File: src/include/bst_pkg.sv
// Package: register map, field layout and types of the breaker status bank
package bst_pkg;

  // Register indexes; the byte address on APB is four times the index
  localparam logic [7:0] IDX_PROFILE_STATUS   = 8'hDA;
  localparam logic [7:0] IDX_INST_TRIP_COUNT  = 8'hDB;
  localparam logic [7:0] IDX_SHORT_TRIP_COUNT = 8'hDC;
  localparam logic [7:0] IDX_OVLD_TRIP_COUNT  = 8'hDD;
  localparam logic [7:0] IDX_NEUT_TRIP_COUNT  = 8'hDE;
  localparam logic [7:0] IDX_EVENT_STATUS     = 8'hF0;
  localparam logic [7:0] IDX_EVENT_MASK       = 8'hF1;

  // Profile status word field positions
  localparam int BIT_LIMIT      = 0;
  localparam int BIT_ALARM      = 1;
  localparam int BIT_WPROT      = 2;
  localparam int POS_CAUSE_LO   = 4;
  localparam int BIT_LOADSHED   = 7;
  localparam int POS_POSITION   = 8;
  localparam int POS_SWITCH     = 10;
  localparam int BIT_SPRING     = 14;
  localparam int BIT_OVLD_ALARM = 15;

  // Register widths and number of counters
  localparam int REG_W   = 16;
  localparam int COUNT_W = 8;
  localparam int NUM_CNT = 4;
  localparam int EVT_W   = 5;

  // Event status bit positions (one per counter, plus other trips)
  localparam int EVT_INST  = 0;
  localparam int EVT_SHORT = 1;
  localparam int EVT_OVLD  = 2;
  localparam int EVT_NEUT  = 3;
  localparam int EVT_OTHER = 4;

  // Values after reset, and the counter ceiling
  localparam logic [COUNT_W-1:0] COUNT_RESET = 8'h00;
  localparam logic [COUNT_W-1:0] COUNT_MAX   = 8'hFF;
  localparam logic [EVT_W-1:0]   MASK_RESET  = 5'h00;
  localparam logic [EVT_W-1:0]   EVT_RESET   = 5'h00;

  // Cause of the most recent trip
  typedef enum logic [2:0] {
    CAUSE_NONE     = 3'h0,
    CAUSE_OVERLOAD = 3'h1,
    CAUSE_INST     = 3'h2,
    CAUSE_SHORT    = 3'h3,
    CAUSE_GROUND   = 3'h4,
    CAUSE_EXTENDED = 3'h5,
    CAUSE_NEUTRAL  = 3'h6,
    CAUSE_RSVD     = 3'h7
  } bst_cause_t;

  // Live breaker conditions from the protection logic
  typedef struct packed {
    logic       limit_reached;   // A configured limit has been reached
    logic       alarm_active;    // At least one alarm is active
    logic       write_protect;   // Write protection in force
    logic       load_shed_alarm; // Load shedding alarm present
    logic [1:0] position;        // 0 disc, 1 operating, 2 test, 3 absent
    logic [1:0] switch_state;    // 0 not ready, 1 off, 2 on, 3 tripped
    logic       spring_charged;  // Spring energy store compressed
    logic       overload_alarm;  // Overload alarm present
  } bst_cond_t;

  // Trip event from the protection logic
  typedef struct packed {
    logic       valid;           // One-cycle pulse per trip
    bst_cause_t cause;           // Reason for that trip
  } bst_trip_t;

  // APB answer phase, one-hot
  typedef enum logic [1:0] {
    PH_IDLE   = 2'b01,
    PH_ANSWER = 2'b10
  } bst_phase_t;

endpackage : bst_pkg

File: src/hdl/bst_trip_counters.sv
// Saturating trip counters, one per counted trip kind
`timescale 1ns/1ps
module bst_trip_counters #(
  parameter int N = bst_pkg::NUM_CNT,    // Number of counters
  parameter int W = bst_pkg::COUNT_W     // Counter width
) (
  input  wire logic             clk,     // System clock
  input  wire logic             rst,     // Synchronous reset, active high
  input  wire logic [N-1:0]     inc,     // One-cycle increment per counter
  output logic [N-1:0][W-1:0]   count    // Registered counter values
);

  // All state of this module
  typedef struct packed {
    logic [N-1:0][W-1:0] cnt;            // Counter values
  } bst_cnt_state_t;

  bst_cnt_state_t      state_reg;        // Registered state
  bst_cnt_state_t      state_next;       // Next state
  logic [N-1:0][W-1:0] cnt_step;         // Per-counter next value

  // Each counter stops at full scale so it never wraps back to zero
  generate
    for (genvar i = 0; i < N; i++) begin : g_cnt
      assign cnt_step[i] = (inc[i] && state_reg.cnt[i] != {W{1'b1}})
                           ? W'(state_reg.cnt[i] + 1'b1)
                           : state_reg.cnt[i];
    end
  endgenerate

  // Next state
  always_comb begin
    state_next     = state_reg;
    state_next.cnt = cnt_step;
  end

  // State register
  always_ff @(posedge clk) begin
    if (rst) begin
      state_reg.cnt <= '0;
    end else begin
      state_reg <= state_next;
    end
  end

  assign count = state_reg.cnt;

endmodule : bst_trip_counters

File: src/hdl/bst_status_bank.sv
// APB register bank with breaker profile status and trip counters
//
// Function
// Read-only profile status word at 0x00DA
// Bit 0 shows limit reached
// Bit 1 shows an active alarm
// Bit 2 shows write protection
// Bits 4-6 hold last trip cause
// Bit 7 shows load shedding alarm
// Bits 8-9 hold breaker position
// Bits 10-11 hold switching state
// Bit 14 shows spring store charged
// Bit 15 shows overload alarm
// Instantaneous trip count at 0x00DB, 0-255
// Short delayed trip count at 0x00DC, 0-255
// Overload trip count at 0x00DD, 0-255
// Neutral overload trip count at 0x00DE, 0-255
// Reserved bits zero; writes change nothing
`timescale 1ns/1ps
module bst_status_bank #(
  parameter int ADDR_W = 12                 // APB address width
) (
  input  wire logic              clk,       // System clock, 100 MHz
  input  wire logic              rst,       // Synchronous reset, high
  input  wire logic              psel,      // APB select
  input  wire logic              penable,   // APB access phase
  input  wire logic              pwrite,    // APB write when high
  input  wire logic [ADDR_W-1:0] paddr,     // APB byte address
  input  wire logic [31:0]       pwdata,    // APB write data
  output logic [31:0]            prdata,    // APB read data
  output logic                   pready,    // APB ready
  output logic                   pslverr,   // APB error
  input  wire bst_pkg::bst_cond_t cond,     // Live breaker conditions
  input  wire bst_pkg::bst_trip_t trip,     // Trip event pulse and cause
  output logic                   irq        // Level interrupt
);

  // All state of the bank, registered as one word
  typedef struct packed {
    bst_pkg::bst_phase_t          phase;      // APB answer phase
    logic                         pready;     // Ready toward the master
    logic                         pslverr;    // Error toward the master
    logic [31:0]                  prdata;     // Read data toward master
    logic                         irq;        // Interrupt output
    logic [bst_pkg::EVT_W-1:0]    evt_mask;   // Event enables
    logic [bst_pkg::EVT_W-1:0]    evt_stat;   // Sticky event flags
    logic [bst_pkg::EVT_W-1:0]    evt_shown;  // Flags returned by a read
    bst_pkg::bst_cause_t          last_cause; // Cause of last trip
  } bst_state_t;

  bst_state_t state_reg;                    // Registered state
  bst_state_t state_next;                   // Next state

  // Counter interface
  logic [bst_pkg::NUM_CNT-1:0]                      cnt_inc;  // Increments
  logic [bst_pkg::NUM_CNT-1:0][bst_pkg::COUNT_W-1:0] cnt_val; // Values

  // Decoded request
  logic [7:0]                 req_idx;      // Register index
  logic                       req_ok;       // Aligned and in range
  logic                       req_commit;   // Edge where access ends
  logic [bst_pkg::REG_W-1:0]  profile_word; // Assembled status word
  logic [bst_pkg::EVT_W-1:0]  evt_set;      // Events this cycle
  logic [31:0]                rd_value;     // Read value of the index
  logic                       rd_hit;       // Index is mapped
  logic [bst_pkg::EVT_W-1:0]  evt_clear;    // Flags cleared by a read

  // Trip counters, one per counted kind
  bst_trip_counters #(
    .N (bst_pkg::NUM_CNT),
    .W (bst_pkg::COUNT_W)
  ) u_counters (
    .clk   (clk),
    .rst   (rst),
    .inc   (cnt_inc),
    .count (cnt_val)
  );

  // Route each trip pulse to its counter by cause
  always_comb begin
    cnt_inc = '0;
    if (trip.valid) begin
      case (trip.cause)
        bst_pkg::CAUSE_INST: begin
          cnt_inc[bst_pkg::EVT_INST] = 1'b1;
        end
        bst_pkg::CAUSE_SHORT: begin
          cnt_inc[bst_pkg::EVT_SHORT] = 1'b1;
        end
        bst_pkg::CAUSE_OVERLOAD: begin
          cnt_inc[bst_pkg::EVT_OVLD] = 1'b1;
        end
        bst_pkg::CAUSE_NEUTRAL: begin
          cnt_inc[bst_pkg::EVT_NEUT] = 1'b1;
        end
        default: begin
          // Ground, extended and reserved trips are not counted here
          cnt_inc = '0;
        end
      endcase
    end
  end

  // Event flags follow the counters; other trips share one flag
  always_comb begin
    evt_set = '0;
    evt_set[bst_pkg::NUM_CNT-1:0] = cnt_inc;
    if (trip.valid && cnt_inc == '0) begin
      evt_set[bst_pkg::EVT_OTHER] = 1'b1;
    end
  end

  // Assemble the profile status word; unlisted bits stay zero
  always_comb begin
    profile_word = '0;
    profile_word[bst_pkg::BIT_LIMIT]   = cond.limit_reached;
    profile_word[bst_pkg::BIT_ALARM]   = cond.alarm_active;
    profile_word[bst_pkg::BIT_WPROT]   = cond.write_protect;
    profile_word[bst_pkg::POS_CAUSE_LO +: 3] =
      state_reg.last_cause;
    profile_word[bst_pkg::BIT_LOADSHED] =
      cond.load_shed_alarm;
    profile_word[bst_pkg::POS_POSITION +: 2] = cond.position;
    profile_word[bst_pkg::POS_SWITCH +: 2] =
      cond.switch_state;
    profile_word[bst_pkg::BIT_SPRING] = cond.spring_charged;
    profile_word[bst_pkg::BIT_OVLD_ALARM] =
      cond.overload_alarm;
  end

  // Address decode: word aligned, index in bits 9:2, upper bits zero
  assign req_idx = paddr[9:2];
  assign req_ok  = (paddr[1:0] == 2'b00) &&
                   (paddr[ADDR_W-1:10] == '0);

  // A transfer ends on the edge where the master sees pready high
  assign req_commit = psel && penable && state_reg.pready;

  // Read mux; counters are zero-extended into the 16-bit format
  always_comb begin
    rd_value = 32'h0000_0000;
    rd_hit   = 1'b1;
    case (req_idx)
      bst_pkg::IDX_PROFILE_STATUS: begin
        rd_value[bst_pkg::REG_W-1:0] = profile_word;
      end
      bst_pkg::IDX_INST_TRIP_COUNT: begin
        rd_value[bst_pkg::COUNT_W-1:0] =
          cnt_val[bst_pkg::EVT_INST];
      end
      bst_pkg::IDX_SHORT_TRIP_COUNT: begin
        rd_value[bst_pkg::COUNT_W-1:0] =
          cnt_val[bst_pkg::EVT_SHORT];
      end
      bst_pkg::IDX_OVLD_TRIP_COUNT: begin
        rd_value[bst_pkg::COUNT_W-1:0] =
          cnt_val[bst_pkg::EVT_OVLD];
      end
      bst_pkg::IDX_NEUT_TRIP_COUNT: begin
        rd_value[bst_pkg::COUNT_W-1:0] =
          cnt_val[bst_pkg::EVT_NEUT];
      end
      bst_pkg::IDX_EVENT_STATUS: begin
        rd_value[bst_pkg::EVT_W-1:0] = state_reg.evt_stat;
      end
      bst_pkg::IDX_EVENT_MASK: begin
        rd_value[bst_pkg::EVT_W-1:0] = state_reg.evt_mask;
      end
      default: begin
        // Unmapped index answers with an error and zero data
        rd_hit = 1'b0;
      end
    endcase
    if (!req_ok) begin
      rd_hit   = 1'b0;
      rd_value = 32'h0000_0000;
    end
  end

  // A status read clears only the flags it actually returned, so an
  // event that lands between capture and commit survives the read
  always_comb begin
    evt_clear = '0;
    if (req_commit && !pwrite && req_ok &&
        req_idx == bst_pkg::IDX_EVENT_STATUS) begin
      evt_clear = state_reg.evt_shown;
    end
  end

  // Next state: APB phase, capture, commit, events and interrupt
  always_comb begin
    state_next = state_reg;
    case (state_reg.phase)
      bst_pkg::PH_IDLE: begin
        // Access phase seen: raise ready with data one edge later
        if (psel && penable) begin
          state_next.phase   = bst_pkg::PH_ANSWER;
          state_next.pready  = 1'b1;
          state_next.pslverr = !rd_hit;
          state_next.prdata  = pwrite ? 32'h0000_0000 : rd_value;
          state_next.evt_shown =
            (!pwrite && rd_hit) ? state_reg.evt_stat : '0;
        end
      end
      bst_pkg::PH_ANSWER: begin
        // Ready stood for one edge; the master now releases
        state_next.phase   = bst_pkg::PH_IDLE;
        state_next.pready  = 1'b0;
        state_next.pslverr = 1'b0;
      end
      default: begin
        state_next.phase  = bst_pkg::PH_IDLE;
        state_next.pready = 1'b0;
      end
    endcase

    // Only the mask takes writes; the read-only words ignore them
    if (req_commit && pwrite && req_ok &&
        req_idx == bst_pkg::IDX_EVENT_MASK) begin
      state_next.evt_mask = pwdata[bst_pkg::EVT_W-1:0];
    end

    // Remember the cause of each trip for the status word
    if (trip.valid) begin
      state_next.last_cause = trip.cause;
    end

    // Set wins over a read clear in the same cycle
    state_next.evt_stat = (state_reg.evt_stat & ~evt_clear) | evt_set;

    // Interrupt follows the registered flags and mask
    state_next.irq = |(state_next.evt_stat & state_next.evt_mask);
  end

  // State register; synchronous reset to constants only
  always_ff @(posedge clk) begin
    if (rst) begin
      state_reg.phase      <= bst_pkg::PH_IDLE;
      state_reg.pready     <= 1'b0;
      state_reg.pslverr    <= 1'b0;
      state_reg.prdata     <= 32'h0000_0000;
      state_reg.irq        <= 1'b0;
      state_reg.evt_mask   <= bst_pkg::MASK_RESET;
      state_reg.evt_stat   <= bst_pkg::EVT_RESET;
      state_reg.evt_shown  <= bst_pkg::EVT_RESET;
      state_reg.last_cause <= bst_pkg::CAUSE_NONE;
    end else begin
      state_reg <= state_next;
    end
  end

  // Outputs straight from the state flops
  assign prdata  = state_reg.prdata;
  assign pready  = state_reg.pready;
  assign pslverr = state_reg.pslverr;
  assign irq     = state_reg.irq;

endmodule : bst_status_bank

File: config.mk
export PLATFORM = sky130hd
export DESIGN_NAME = bst_status_bank
export DESIGN_NICKNAME = d
export VERILOG_FILES = /design/src/include/bst_pkg.sv /design/src/hdl/bst_trip_counters.sv /design/src/hdl/bst_status_bank.sv
export SDC_FILE = /design/constraint.sdc
export NUM_CORES = 1
export LEC_CHECK = 0
export ABC_CLOCK_PERIOD_IN_PS = 7700
export BUFFER_PORTS_ARGS = -buffer_cell sky130_fd_sc_hd__buf_2
export CORE_UTILIZATION = 50
export CTS_CLUSTER_DIAMETER = 150
export DETAILED_ROUTE_END_ITERATION = 16
export PLACE_DENSITY = 0.77
export SLEW_MARGIN = 15
export SYNTH_ARGS = -nofsm -noshare
export SYNTH_HDL_FRONTEND = slang
export SYNTH_SLANG_ARGS = --single-unit
export TNS_END_PERCENT = 5
File: constraint.sdc
create_clock -name clk -period 7.7 [get_ports clk]
set_clock_uncertainty 0.2 [all_clocks]
set_input_delay 2.31 -clock clk [delete_from_list [all_inputs] [get_ports clk]]
set_output_delay 2.31 -clock clk [all_outputs]
set_load 0.01 [all_outputs]
==> flow_metrics.tcl, run 1 <==
set metrics [dict create \
    htree_levels 3 \
    slew_violations 0 \
    clk_pin_slew_ps 70 \
    ys_async_sr_fraction_pct 0 \
    synth_top_area_share_pct 39.2 \
    fillerInstances 646 \
    drt-initial-drc-count 166 \
    crit_path_max_fanout 23 \
    grt_pass1_wl_mm 12.2 \
    synth-seq-cells 68 \
    crit_type "input port to flip-flop" \
    synth_flop_cell "dfxtp_1" \
    final.setup.tns_ps 0 \
    antenna_found_initial 2 \
    start_util_pct 51.4 \
    cts_buffers 9 \
    slew_headroom_pct 29.5 \
    rsz0062_at_grt "false" \
    tightest_slew_ps 1060 \
    route.vias.total 2874 \
    dpl.hpwl_mm 5.53 \
    hold_class "flip-flop to flip-flop" \
    finalCriticalPeriod_ps 4810 \
    reg2reg_setup_slack_ps 4540 \
    swShare_pct 23.2 \
    status "complete, no violations" \
    holdBufCountCts 0 \
    ys_types 54 \
    diodes 0 \
    p_leak_nw 1.56 \
    core_area_um2 6760 \
    clkSinkCount 68 \
    antenna_left 0 \
    start_kind "input port" \
    finalHoldViolCount 0 \
    synthCells 400 \
    drv_cap 0 \
    synth-edff-count 0 \
    finalWirelength_mm 7.63 \
    grt_pass1_vias 2607 \
    post_cts_buffers 0 \
    crit-reg2reg-launch "state_reg[54]$_SDFFE_PP0N_" \
    place_congestion 0.786 \
    grtUsageTotal_pct 21.7 \
    internal-power_w 0.000529 \
    r2r_cells 5 \
    clockRootBuffer "clkbuf_8" \
    clock_latency_ps 340 \
    crit_arrival_ps 4880 \
    drt-pass1-iter-count 5 \
    tritoncts "yes" \
    startpoint "psel" \
    p_sw_w 0.000160 \
    setup_ws_ps 2890 \
    powerDensity_nw_per_um2 182 \
    post-route-drc-count 0 \
    grt_max_degree 60 \
    layout_common_cells "nor2_1, dfxtp_1, buf_2, mux2i_1, nand2_1" \
    crit_required_ps 7770 \
    ys_seq_area_share_pct 39.2 \
    layout_commonest_cell "nor2_1" \
    ys_warn_count 0 \
    ir_drop_mv 0.0680 \
    fp-row-count 30 \
    pwr-share-seq_pct 52.1 \
    dieWidth_um 85.4 \
    post-synth-top-area-cell "dfxtp_1" \
    fp.dieH_um 85.4 \
    final-setup-viol-count 0 \
    synth_area_per_cell_um2 8.69 \
    clockBufferDepth 2 \
    drive_above_1_share_pct 16.3 \
    io_buffers 52 \
    largest_reg_flops 32 \
    dieArea_um2 7290 \
    fin_nets 499 \
    dp.cells 501 \
    p_comb_share_pct 6.9 \
    pre_cts_slack_ps 2530 \
    clock.fmax_ghz 0.208 \
    cp-end-kind "flip-flop" \
    finalCritPeriodShare_pct 62.5 \
    final_cell_count_no_fill 516 \
    rr_endpoint "prdata[9]$_SDFFE_PP0P_" \
    hold-worst-slack_ps 254 \
    io-pin-count 98 \
    viasPerCell 5.57 \
    synthTopCellsByArea "dfxtp_1, nor2_1, mux2i_1" \
    routedWlPerCell_um 14.8 \
    overflow 0 \
    synthesis.area_um2 3470 \
    area_growth_pct 8.68 \
    pwr-share-clk_pct 41.0 \
    post_cts_resized 0 \
    crit_end "prdata[9]$_SDFFE_PP0P_" \
]
==> metrics by stage <==
step	area (um2)	power (W)	utilization (%)
after floorplan	3540	0.000403	-
after global placement	3590	0.000412	53.2
after detailed placement	3590	0.000414	53.2
after CTS	3780	0.000691	55.9
after global routing	3780	0.000710	55.9
final	3780	0.000689	55.9
==> how the worst min path moves through the flow <==
stage                                       from                endpoint  slack (ps)  depth (start not counted)
final                     prdata[2]$_SDFFE_PP0P_  prdata[2]$_SDFFE_PP0P_         250                          2
after global routing      prdata[2]$_SDFFE_PP0P_  prdata[2]$_SDFFE_PP0P_         260                          2
after CTS                 prdata[2]$_SDFFE_PP0P_  prdata[2]$_SDFFE_PP0P_         250                          2
after detailed placement  prdata[2]$_SDFFE_PP0P_  prdata[2]$_SDFFE_PP0P_         240                          2
after global placement    prdata[0]$_SDFFE_PP0P_  prdata[0]$_SDFFE_PP0P_         240                          2
after floorplan           prdata[0]$_SDFFE_PP0P_  prdata[0]$_SDFFE_PP0P_         230                          2
==> routing by layer <==
metal | vias up | GRT usage [%] | routed length (um)
li1 | 1423 | - | -
met1 | 1350 | 26.0 | 3380
met2 | 84 | 36.2 | 3680
met3 | 15 | 5.64 | 380
met4 | 2 | 10.5 | 174
met5 | - | 0 | 11
==> power by group through the flow <==
| stage | clock network [W] | registers [W] | logic, W |
|---|---|---|---|
| detailed placement | 0 | 0.000366 | 0.0000473 |
| floorplan | 0 | 0.000366 | 0.0000372 |
| global placement | 0 | 0.000366 | 0.0000464 |
| finish | 0.000282 | 0.000359 | 0.0000478 |
| CTS | 0.000285 | 0.000358 | 0.0000476 |
| global route | 0.000299 | 0.000359 | 0.0000526 |
==> logic make-up after synthesis <==
group | synth area share (%)
simple gates | 22.3
other cells | 0.108
compound gates | 12.5
mux | 8.50
flops | 39.2
fa+ha+maj | 1.44
xor+xnor | 6.30
buf+inv | 9.69
==> cells in the mapped netlist, types with 3 or more instances <==
| library cell | instances |
|---|---|
| nor2b_1 | 4 |
| nand3_1 | 15 |
| buf_4 | 33 |
| mux2_2 | 3 |
| nand2_1 | 19 |
| and2_1 | 7 |
| xnor2_1 | 9 |
| nor2_1 | 69 |
| a22oi_1 | 17 |
| nand4_1 | 7 |
| a21oi_1 | 13 |
| and4_1 | 3 |
| dfxtp_1 | 68 |
| o21ai_1 | 7 |
| nand4b_1 | 3 |
| clkbuf_1 | 12 |
| mux2i_1 | 25 |
| o22ai_1 | 8 |
| xor2_1 | 16 |
| ha_1 | 4 |
| and3_1 | 9 |
| inv_1 | 8 |
==> final cells by class <==
type	count	area, um2	area share, %
sequential	68	1360	36.1
timing repair buffer	52	260	6.89
clock inverter	2	35.0	0.928
multi-input combinational	293	1840	48.7
clock buffer	13	149	3.94
inverter	8	30.0	0.795
tap	80	100	2.65
==> worst max-delay path: stages <==
cell,delay [ps]
buf_2,90
nand4b_1,780
nor3_2,720
nor3b_1,700
a22oi_1,130
nor2_1,140
(Power assumes the default switching activity.)
==> run 2: changes to the inputs <==
Settings changed: ABC_AREA set to 1, ABC_CLOCK_PERIOD_IN_PS 7700 to 4750, PLACE_DENSITY 0.77 to 0.76.
Clock period 7.7 ns to 4.75 ns, I/O delays scaled along.
==> run 2 against run 1 <==
- cell area is 11% higher
- global-route usage is 2.0 points higher
- count of clock-buffer cells in the layout is 4 lower
- non-clock buffer count is 3 higher
- hold slack better by 10 ps
- combinational power is 73% higher
- sequential power is 62% higher
- sequential share of layout area is 3.4 points lower
- first-iteration DRC count is 23% higher
- wire length is 16% higher
- largest power group is now clock
- critical endpoint is now prdata[1]$_SDFFE_PP0P_
==> flow_metrics.tcl, run 2 <==
set metrics [dict create \
    synthTopCellsByArea "dfxtp_1, nand2_1, nand3_1" \
    fin_nets 669 \
    fin_util_pct 57.5 \
    synthAdderAreaFrac_pct 1.33 \
    cts_buffers 9 \
    clockRootBuffer "clkbuf_8" \
    area_growth_pct 10.8 \
    htree_levels 3 \
    rsz0062_at_grt "false" \
    drive_above_1_share_pct 14.0 \
    final.setup.tns_ps 0 \
    antenna_left 0 \
    synthesis.area_um2 3770 \
    synth_mux_area_share_pct 0 \
    final-setup-viol-count 0 \
    drt-pass1-iter-count 5 \
    fp-row-count 31 \
    ys_seq_area_share_pct 36.1 \
    start_util_pct 51.9 \
    core_area_um2 7250 \
    fillerInstances 706 \
    post_cts_buffers 0 \
    largest_reg_flops 32 \
    finalHoldViolCount 0 \
    antenna_found_initial 0 \
    dieArea_um2 7880 \
    ys_async_sr_fraction_pct 0 \
    fp.dieH_um 88.8 \
    post-synth-top-area-cell "dfxtp_1" \
    io-pin-count 98 \
    crit_path_max_fanout 13 \
    synth_compound_area_share_pct 12.5 \
    tritoncts "yes" \
    synthCells 567 \
    dp.cells 690 \
    finalWirelength_mm 8.86 \
    post_cts_resized 0 \
    diodes 0 \
    startpoint "paddr[2]" \
    crit_required_ps 4840 \
    yosysMostFrequentCell "nand2_1" \
    crit-reg2reg-launch "state_reg[54]$_SDFFE_PP0N_" \
    layout_commonest_cell "nand2_1" \
    finalCriticalPeriod_ps 3160 \
    hold_class "flip-flop to flip-flop" \
    status "complete, no violations" \
    synth_flop_cell "dfxtp_1" \
    overflow 0 \
    synth_xor_xnor_area_share_pct 1.63 \
    post-route-drc-count 0 \
    p_leak_nw 1.86 \
    io_buffers 52 \
    powerDensity_nw_per_um2 301 \
    synth_area_per_cell_um2 6.64 \
    route.vias.total 3668 \
    clock_latency_ps 350 \
    slew_violations 0 \
    grt_pass1_vias 3128 \
    crit_type "input port to flip-flop" \
    layout_common_cells "nand2_1, nand3_1, dfxtp_1, nor2_1, a21oi_1" \
    clock.fmax_ghz 0.316 \
    grt_pass1_wl_mm 14.2 \
    finalCritPeriodShare_pct 66.6 \
    synth-edff-count 0 \
    start_kind "input port" \
    dpl.hpwl_mm 6.48 \
    hold_start "prdata[15]$_SDFFE_PP0P_" \
    clkSinkCount 68 \
    crit_arrival_ps 3250 \
    ys_types 33 \
    slew_headroom_pct 42.5 \
    drt-initial-drc-count 204 \
    synth-seq-cells 68 \
    synth_common_cells "nand2_1, dfxtp_1, nand3_1, nor2_1, a21oi_1" \
    slowest_delay_ps 440 \
    grt_max_degree 44 \
    cp-end-kind "flip-flop" \
    clk_pin_slew_ps 80 \
    holdBufCountCts 0 \
    synth_top_family_by_area "simple AND/OR/NAND/NOR gates" \
    synth_top_area_share_pct 36.1 \
    ys_warn_count 0 \
    clockBufferDepth 2 \
    synth-simple-area-share_pct 34.6 \
    viasPerCell 5.20 \
    grtUsageTotal_pct 23.6 \
    drv_cap 0 \
    place_congestion 0.899 \
    dieWidth_um 88.8 \
    path_cells "buf_2, inv_2, nor2_1, nand2_1, nor2_2, inv_1, nand3b_1, nor2_1, nor2_2, nand3_1, a21oi_1" \
    ir_drop_mv 0.137 \
    routedWlPerCell_um 12.5 \
    final_cell_count_no_fill 706 \
    tightest_slew_ps 858 \
    cp_slowest_cell "nor2_2" \
]
[run 2: worst paths after layout]
check	to	slack [ps]	depth (start not counted)
setup / recovery	prdata[1]$_SDFFE_PP0P_	1590	11
hold / removal	prdata[15]$_SDFFE_PP0P_	260	2
setup reg to reg	prdata[9]$_SDFFE_PP0P_	2460	5
hold reg to reg	prdata[15]$_SDFFE_PP0P_	260	2
[run 2: metal layers]
metal | vias to the layer above | global-route usage (%) | share of wire [%]
li1 | 1866 | - | -
met4 | 0 | 11.3 | 2.7
met5 | - | 0 | 0
met1 | 1665 | 31.7 | 46
met3 | 18 | 4.20 | 5.5
met2 | 119 | 36.9 | 46
[run 2: layout make-up]
cell class / instances / area (um2) / area share, %
clock inverter: 7 / 124 / 2.97
sequential: 68 / 1360 / 32.6
tap: 99 / 124 / 2.97
multi-input combinational: 415 / 1960 / 46.9
inverter: 53 / 199 / 4.77
clock buffer: 9 / 124 / 2.97
timing repair buffer: 55 / 283 / 6.77
[run 2: worst max-delay path, delay by kind of cell]
| family | cells | cell delay, ps |
|---|---|---|
| AOI/OAI and AO/OA | 1 | 160 |
| buffers and inverters | 3 | 290 |
| and+or+nand+nor | 7 | 1380 |
[run 2: where the power goes]
group / internal, W / switching (W)
logic: 0.0000247 / 0.0000581
registers: 0.000577 / 0.00000541
clock network: 0.000352 / 0.000239
total: 0.000954 / 0.000302
[run 2: cell families (layout without fill, tap and decap cells)]
kind of cell	after synthesis	count (layout)
and+or+nand+nor	300	300
other	1	18
buffers and inverters	101	124
adders and majority gates	4	4
DFF	68	68
AOI/OAI and AO/OA	86	86
xor gates and xnor gates	7	7
[run 2: per-stage QoR]
stage	instance area [um2]	setup slack (ps)	hold WS, ps	total power (W)
after floorplan	3830	2060	230	0.000656
after global placement	3930	1270	248	0.000675
after detailed placement	3930	1270	252	0.000677
after CTS	4170	1650	265	0.00127
after global routing	4170	1420	290	0.00131
final	4170	1590	264	0.00126
